--- src/etsr_pkg.sv ---
package etsr_pkg;

    // ------------------------------------------------------------
    // Register offsets
    // ------------------------------------------------------------
    localparam logic [11:0] SAMPLE5_SECONDS_OFS     = 12'h588;
    localparam logic [11:0] SAMPLE5_PHASE_OFS       = 12'h58C;
    localparam logic [11:0] SAMPLE6_NANOSECONDS_OFS = 12'h590;
    localparam logic [11:0] SAMPLE6_SECONDS_OFS     = 12'h594;
    localparam logic [11:0] SAMPLE6_PHASE_OFS       = 12'h598;
    localparam logic [11:0] SAMPLE7_NANOSECONDS_OFS = 12'h59C;

    // ------------------------------------------------------------
    // Field layout and reset values
    // ------------------------------------------------------------
    localparam int          NS_W          = 30;
    localparam int          EDGE_BIT      = 30;
    localparam int          SEC_W         = 32;
    localparam int          PHASE_W       = 3;
    localparam int          UNIT_IDX_BIT  = 8;
    localparam int          NUM_UNITS     = 2;
    localparam int          NUM_SLOTS     = 3;
    localparam int          FIRST_SLOT    = 5;
    localparam logic [31:0] REG_RESET     = 32'h0000_0000;

    // ------------------------------------------------------------
    // Phase codes: 8 ns sub-cycles of a 40 ns base period
    // ------------------------------------------------------------
    localparam logic [2:0]  PH_0NS        = 3'h0;
    localparam logic [2:0]  PH_8NS        = 3'h1;
    localparam logic [2:0]  PH_16NS       = 3'h2;
    localparam logic [2:0]  PH_24NS       = 3'h3;
    localparam logic [2:0]  PH_32NS       = 3'h4;

    // ------------------------------------------------------------
    // Timing
    // ------------------------------------------------------------
    localparam int          CLK_PERIOD_NS = 25;
    localparam int          RD_LATENCY    = 1;

    typedef enum logic [0:0] {
        ETSR_IDLE = 1'b0,
        ETSR_HOLD = 1'b1
    } etsr_rd_state_t;

endpackage

--- src/etsr_top.sv ---
`timescale 1ns/1ps
// What this block does
// Reads return the unit chosen by bit 8 of the unit index register.
// Each seconds register shows the 32-bit captured seconds, read-only.
// Nanoseconds bit 30 is one for a rising edge, zero for a falling one.
// Nanoseconds bits 29:0 hold the captured time; bit 31 reads zero.
// Phase bits 2:0 give the 8 ns sub-cycle of a 40 ns period; rest zero.
// Phase codes: 000 0ns, 001 8ns, 011 24ns, 100 32ns; 16ns taken as 010.
// Every slot field is read-only and resets to zero.
// Edge, nanoseconds, seconds and phase of a slot load from one event.
module etsr_top
    import etsr_pkg::*;
(
    input  wire logic                          mclk,
    input  wire logic                          reset_n,
    input  wire logic [31:0]                   unit_index,
    input  wire logic [NUM_UNITS*NUM_SLOTS-1:0] cap_stb,
    input  wire logic [NS_W-1:0]               cap_ns,
    input  wire logic [SEC_W-1:0]              cap_sec,
    input  wire logic [PHASE_W-1:0]            cap_phase,
    input  wire logic                          cap_rise,
    input  wire logic                          rd_en,
    input  wire logic [11:0]                   rd_addr,
    output logic      [31:0]                   rd_data,
    output logic                               rd_valid,
    output logic                               rd_hit
);

    localparam int NSL = NUM_UNITS * NUM_SLOTS;

    logic [NS_W-1:0]    s_ns    [NSL];
    logic [SEC_W-1:0]   s_sec   [NSL];
    logic [PHASE_W-1:0] s_phase [NSL];
    logic               s_rise  [NSL];

    logic [31:0]    rd_data_r,  rd_data_nxt;
    logic           rd_valid_r, rd_valid_nxt;
    logic           rd_hit_r,   rd_hit_nxt;
    etsr_rd_state_t st_r,       st_nxt;

    // ------------------------------------------------------------
    // Sample slots, one per unit and slot number
    // ------------------------------------------------------------
    genvar g;
    generate
        for (g = 0; g < NSL; g++) begin : g_slot
            etsr_slot u_slot (
                .mclk       (mclk),
                .reset_n    (reset_n),
                .cap_stb    (cap_stb[g]),
                .cap_ns     (cap_ns),
                .cap_sec    (cap_sec),
                .cap_phase  (cap_phase),
                .cap_rise   (cap_rise),
                .slot_ns    (s_ns[g]),
                .slot_sec   (s_sec[g]),
                .slot_phase (s_phase[g]),
                .slot_rise  (s_rise[g])
            );
        end
    endgenerate

    // ------------------------------------------------------------
    // Read decode
    // ------------------------------------------------------------
    function automatic logic [31:0] ns_word(input int i);
        ns_word = {1'b0, s_rise[i], s_ns[i]};
    endfunction

    function automatic logic [31:0] ph_word(input int i);
        ph_word = {29'h0000000, s_phase[i]};
    endfunction

    always_comb begin
        int base;
        base         = 0;
        rd_data_nxt  = REG_RESET;
        rd_hit_nxt   = 1'b0;
        rd_valid_nxt = rd_en;
        st_nxt       = rd_en ? ETSR_HOLD : ETSR_IDLE;
        if (unit_index[UNIT_IDX_BIT]) begin
            base = NUM_SLOTS;
        end
        if (rd_en) begin
            rd_hit_nxt = 1'b1;
            unique case (rd_addr)
                SAMPLE5_SECONDS_OFS: begin
                    rd_data_nxt = s_sec[base];
                end
                SAMPLE5_PHASE_OFS: begin
                    rd_data_nxt = ph_word(base);
                end
                SAMPLE6_NANOSECONDS_OFS: begin
                    rd_data_nxt = ns_word(base + 1);
                end
                SAMPLE6_SECONDS_OFS: begin
                    rd_data_nxt = s_sec[base + 1];
                end
                SAMPLE6_PHASE_OFS: begin
                    rd_data_nxt = ph_word(base + 1);
                end
                SAMPLE7_NANOSECONDS_OFS: begin
                    rd_data_nxt = ns_word(base + 2);
                end
                default: begin
                    rd_hit_nxt = 1'b0;
                end
            endcase
        end
    end

    always_ff @(posedge mclk or negedge reset_n) begin
        if (!reset_n) begin
            rd_data_r  <= REG_RESET;
            rd_valid_r <= 1'b0;
            rd_hit_r   <= 1'b0;
            st_r       <= ETSR_IDLE;
        end else begin
            rd_data_r  <= rd_data_nxt;
            rd_valid_r <= rd_valid_nxt;
            rd_hit_r   <= rd_hit_nxt;
            st_r       <= st_nxt;
        end
    end

    assign rd_data  = rd_data_r;
    assign rd_valid = rd_valid_r;
    assign rd_hit   = rd_hit_r;

    // ------------------------------------------------------------
    // Checks
    // ------------------------------------------------------------
    logic unit_sel;

    assign unit_sel = unit_index[UNIT_IDX_BIT];
endmodule

--- src/etsr_slot.sv ---
`timescale 1ns/1ps
module etsr_slot
    import etsr_pkg::*;
(
    input  wire logic               mclk,
    input  wire logic               reset_n,
    input  wire logic               cap_stb,
    input  wire logic [NS_W-1:0]    cap_ns,
    input  wire logic [SEC_W-1:0]   cap_sec,
    input  wire logic [PHASE_W-1:0] cap_phase,
    input  wire logic               cap_rise,
    output logic      [NS_W-1:0]    slot_ns,
    output logic      [SEC_W-1:0]   slot_sec,
    output logic      [PHASE_W-1:0] slot_phase,
    output logic                    slot_rise
);

    logic [NS_W-1:0]    ns_r,    ns_nxt;
    logic [SEC_W-1:0]   sec_r,   sec_nxt;
    logic [PHASE_W-1:0] ph_r,    ph_nxt;
    logic               rise_r,  rise_nxt;

    // ------------------------------------------------------------
    // Capture all fields together
    // ------------------------------------------------------------
    always_comb begin
        ns_nxt   = ns_r;
        sec_nxt  = sec_r;
        ph_nxt   = ph_r;
        rise_nxt = rise_r;
        if (cap_stb) begin
            ns_nxt   = cap_ns;
            sec_nxt  = cap_sec;
            ph_nxt   = cap_phase;
            rise_nxt = cap_rise;
        end
    end

    always_ff @(posedge mclk or negedge reset_n) begin
        if (!reset_n) begin
            ns_r   <= REG_RESET[NS_W-1:0];
            sec_r  <= REG_RESET[SEC_W-1:0];
            ph_r   <= REG_RESET[PHASE_W-1:0];
            rise_r <= 1'b0;
        end else begin
            ns_r   <= ns_nxt;
            sec_r  <= sec_nxt;
            ph_r   <= ph_nxt;
            rise_r <= rise_nxt;
        end
    end

    assign slot_ns    = ns_r;
    assign slot_sec   = sec_r;
    assign slot_phase = ph_r;
    assign slot_rise  = rise_r;
endmodule

--- config.mk ---
export PLATFORM = sky130hd
export DESIGN_NAME = etsr_top
export DESIGN_NICKNAME = d
export VERILOG_FILES = /design/src/etsr_pkg.sv /design/src/etsr_top.sv /design/src/etsr_slot.sv
export SDC_FILE = /design/constraint.sdc
export NUM_CORES = 1
export LEC_CHECK = 0
export ABC_AREA = 1
export ABC_CLOCK_PERIOD_IN_PS = 2000
export BUFFER_PORTS_ARGS = -buffer_cell sky130_fd_sc_hd__buf_2
export CAP_MARGIN = 20
export CELL_PAD_IN_SITES_DETAIL_PLACEMENT = 1
export CELL_PAD_IN_SITES_GLOBAL_PLACEMENT = 2
export CORE_MARGIN = 2
export CORE_UTILIZATION = 38
export CTS_CLUSTER_SIZE = 24
export DETAILED_ROUTE_END_ITERATION = 10
export GPL_TIMING_DRIVEN = 0
export PLACE_DENSITY_LB_ADDON = 0.1
export SETUP_SLACK_MARGIN = 0.05
export SLEW_MARGIN = 20
export SYNTH_ARGS = -nofsm -noshare
export SYNTH_HDL_FRONTEND = slang
export SYNTH_SLANG_ARGS = --single-unit
--- constraint.sdc ---
create_clock -name mclk -period 2 [get_ports mclk]
set_input_delay 0 -clock mclk [delete_from_list [all_inputs] [get_ports mclk]]
set_output_delay 0 -clock mclk [all_outputs]
set_load 0.01 [all_outputs]
==> impl_results.md <==
- Status: completed
- CP max stage delay: 0.57 ns
- Initial antenna violation count: 0
- Area grow syn2layout: 23.16%
- Non-filler instance count after layout: 2,200
- DR vias/cell: 4.889
- Minimum clock period: 1.605 ns
- Initial drt markers: 450
- Switch Pwr: around 3.7 mW
- Die Width: 192.4 um
- Placed Cells incl. Taps: 2,066
- Number of distinct library cells after synthesis: 22
- Yosys reg bits: 298
- DRC: 0
- Max Slew Vio Count: 0
- TritonCTS clock tree: built
- Clock Skew: approximately 0.011 ns
- Core footprint: 34,710 um2
- Drt first pass iters: 4
- Clk buf depth: 3
- Synth Warn #: 0
- Layout cells sized above 1: 20.74%
- Layout fillers: just over 4k
- Nets: 1,842
- Pint: around 11 mW
- Period utilisation layout: approximately four fifths
- Post-cts resize count: 0
- Root buffer cell: clkbuf_16
- Largest net degree at the start of global routing: 85
- Slew @ Worst Pin: 0.8385 ns
- Hpwl dp: 29,530 um
- Most frequent cells in the layout: nand2_1 (455), dfrtp_1 (298), o21ai_0 (261), inv_1 (147), buf_2 (142)
- Static Leak: 8.144 nW
- Drt wl/cell: 19.14 um
- Final WS setup: 0.3952 ns
- CTS sink cnt: 298
- Final wirelength: 42,110 um
- # diodes: 0
- Util after Layout: between 40 and 50%
- Slew headroom: 44.10%
- Most used cell, CP: buf_16
- Crit path max-delay cell type: dlygate4sd3_1
- Final ANT Viol Nets: 0
- Post-synthesis sequential area ratio: ~55%
- Number of setup buffers added after CTS: 0
- Via total after detailed routing: ~11k
- Critical Path AT: ~2.3 ns
- Worst-path fanout max: 84
- Power Density: 892.0 nW/um2
- IO buf count: 114
- Htree depth: 2
- Die H: just under 200 um
- Power after layout: 14.81 mW
- Syn nets: 1,613
- Worst hold path class: in -> reg
- Clk pwr share: between 40% and 50%
- CP Cell Sequence: dlygate4sd3_1 -> buf_8 -> buf_16 -> buf_16 -> buf_16
- Syn_area_per_cell: 9.024 um2
- Final Wtd Congestion: 0.7618
- Most common cell after layout, fill and taps aside: nand2_1
- IO Pins: between 150 and 200
- Post-Synthesis Cells: 1,494
- Initial Utilization: between 30% and 40%
- Final setup vio count: 0
- Vias in the first global route: 11.42k
- Peak supply drop: 0.0006514 V
- Worst EP required: 2.68 ns
- CP Launch Type: input pin
- CP Capture Type: asynchronous set/reset pin
- Maximum clock frequency: ~0.62 GHz
- Clock latency on the worst-skew pair: 0.52 ns
- Site Rows: 68
- Global-route wire length before repair: between 60,000 and 70,000 um
- Place WS: 0.3391 ns
- GRT Total Usage: 23.74%
- Sequential share of power: 45.5%
- Fin. Hold Viols: 0
- Crit path kind: in -> async
- Sw Share: 24.86%
- Reg clk slew, reported paths: 0.06 ns
- Unrepaired setup endpoints after global routing: false
- CTS Buf Count: 36
- Die area: between 30,000 and 40,000 um2
- Mapped cell area: between 10,000 and 15,000 um2
- Comb power frac: a little over a tenth
- Max_cap viols: 0
- Total grt overflow: 0
==> sequential cells by signal (all words and copies together), names as in the netlist <==
signal / count
g_slot.u_slot.slot_phase: 12
rd_data: 32
g_slot.u_slot.slot_rise: 4
rd_hit: 1
rd_valid: 1
g_slot.u_slot.slot_ns: 120
g_slot.u_slot.slot_sec: 128
==> worst max-delay path, delay by kind of cell <==
family	cells	cell delay [ns]
buffers and inverters	5	2.11
==> path summary, 6_finish.rpt <==
check	endpoint	start	depth (start not counted)	slack, ns
setup / recovery	g_slot[1].u_slot.slot_sec[18]	reset_n	5	0.40
setup reg to reg	g_slot[0].u_slot.slot_sec[1]	g_slot[0].u_slot.slot_sec[1]	3	0.81
hold / removal	g_slot[1].u_slot.slot_phase[2]	cap_stb[1]	2	0.02
hold reg to reg	g_slot[5].u_slot.slot_ns[8]	g_slot[5].u_slot.slot_ns[8]	1	0.51
max in group mclk	g_slot[0].u_slot.slot_sec[1]	cap_stb[0]	4	0.70
min in group asynchronous	g_slot[1].u_slot.slot_ns[3]	reset_n	2	0.05
==> Yosys cell counts <==
library cell	instances	area share, %
nand2_1	455	13
dfrtp_1	298	55
o21ai_0	261	9.7
inv_1	147	4.1
mux2_2	132	11
nor2_1	67	1.9
clkbuf_1	47	1.3
buf_2	29	1.1
nand3_1	16	0.59
buf_4	6	0.33
a21oi_1	5	0.19
inv_2	5	0.14
nand2_2	5	0.23
nor2_2	4	0.19
buf_6	3	0.25
nor2_4	3	0.25
o21ai_1	3	0.11
buf_8	2	0.22
clkinv_2	2	0.074
nand3_2	2	0.15
nand2_4	1	0.084
nor2_8	1	0.15
==> layer usage <==
layer	wire length, um	track usage, %	vias up
met5	0	0	-
met4	907	5.931	0
met3	1397	3.073	54
met2	19400	38.85	153
met1	20400	33.40	5365
li1	-	-	5183
==> power by group through the flow <==
| stage | clock network [mW] | registers [mW] | logic, mW |
|---|---|---|---|
| 6_report | 6.45 | 6.73 | 1.62 |
| 5_1_grt | 6.86 | 6.79 | 1.84 |
| 4_1_cts | 6.61 | 6.74 | 1.65 |
| 3_5_place_dp | 0 | 6.84 | 1.53 |
| 3_3_place_gp | 0 | 6.82 | 1.45 |
| 2_1_floorplan | 0 | 6.78 | 0.900 |
==> through the flow <==
step                      setup TNS, ns  area (um2)  hold slack [ns]
after floorplan                       0       13480          -0.2956
after global placement         -1496.78       14620           0.1553
after detailed placement              0       14710          0.02071
after CTS                             0       16600          0.02369
after global routing                  0       16600          0.03398
final                                 0       16600          0.01976
==> logic make-up after synthesis <==
family                 share of synthesized area, %
multiplexers                                  11.03
flip-flops                                    55.31
AND/OR/NAND/NOR                               16.18
buffers and inverters                         7.499
AO/OA/AOI/OAI                                 9.986
==> what timing repair did <==
| action | in CTS | in global routing |
|---|---|---|
| hold endpoints to repair | 352 | 0 |
| setup endpoints to repair | 0 | 0 |
| hold buffers | 74 | 0 |
==> cell type report <==
class	count	area (um2)	share of cell area (%)
timing repair buffer	191	1404	8.455
buffer	87	430.4	2.592
inverter	154	580.6	3.497
tap	455	569.3	3.429
clock buffer	55	1074	6.466
sequential	298	7457	44.91
multi-input combinational	955	5014	30.20
clock inverter	5	75.07	0.4521
Power figures use the tool's default switching activity.
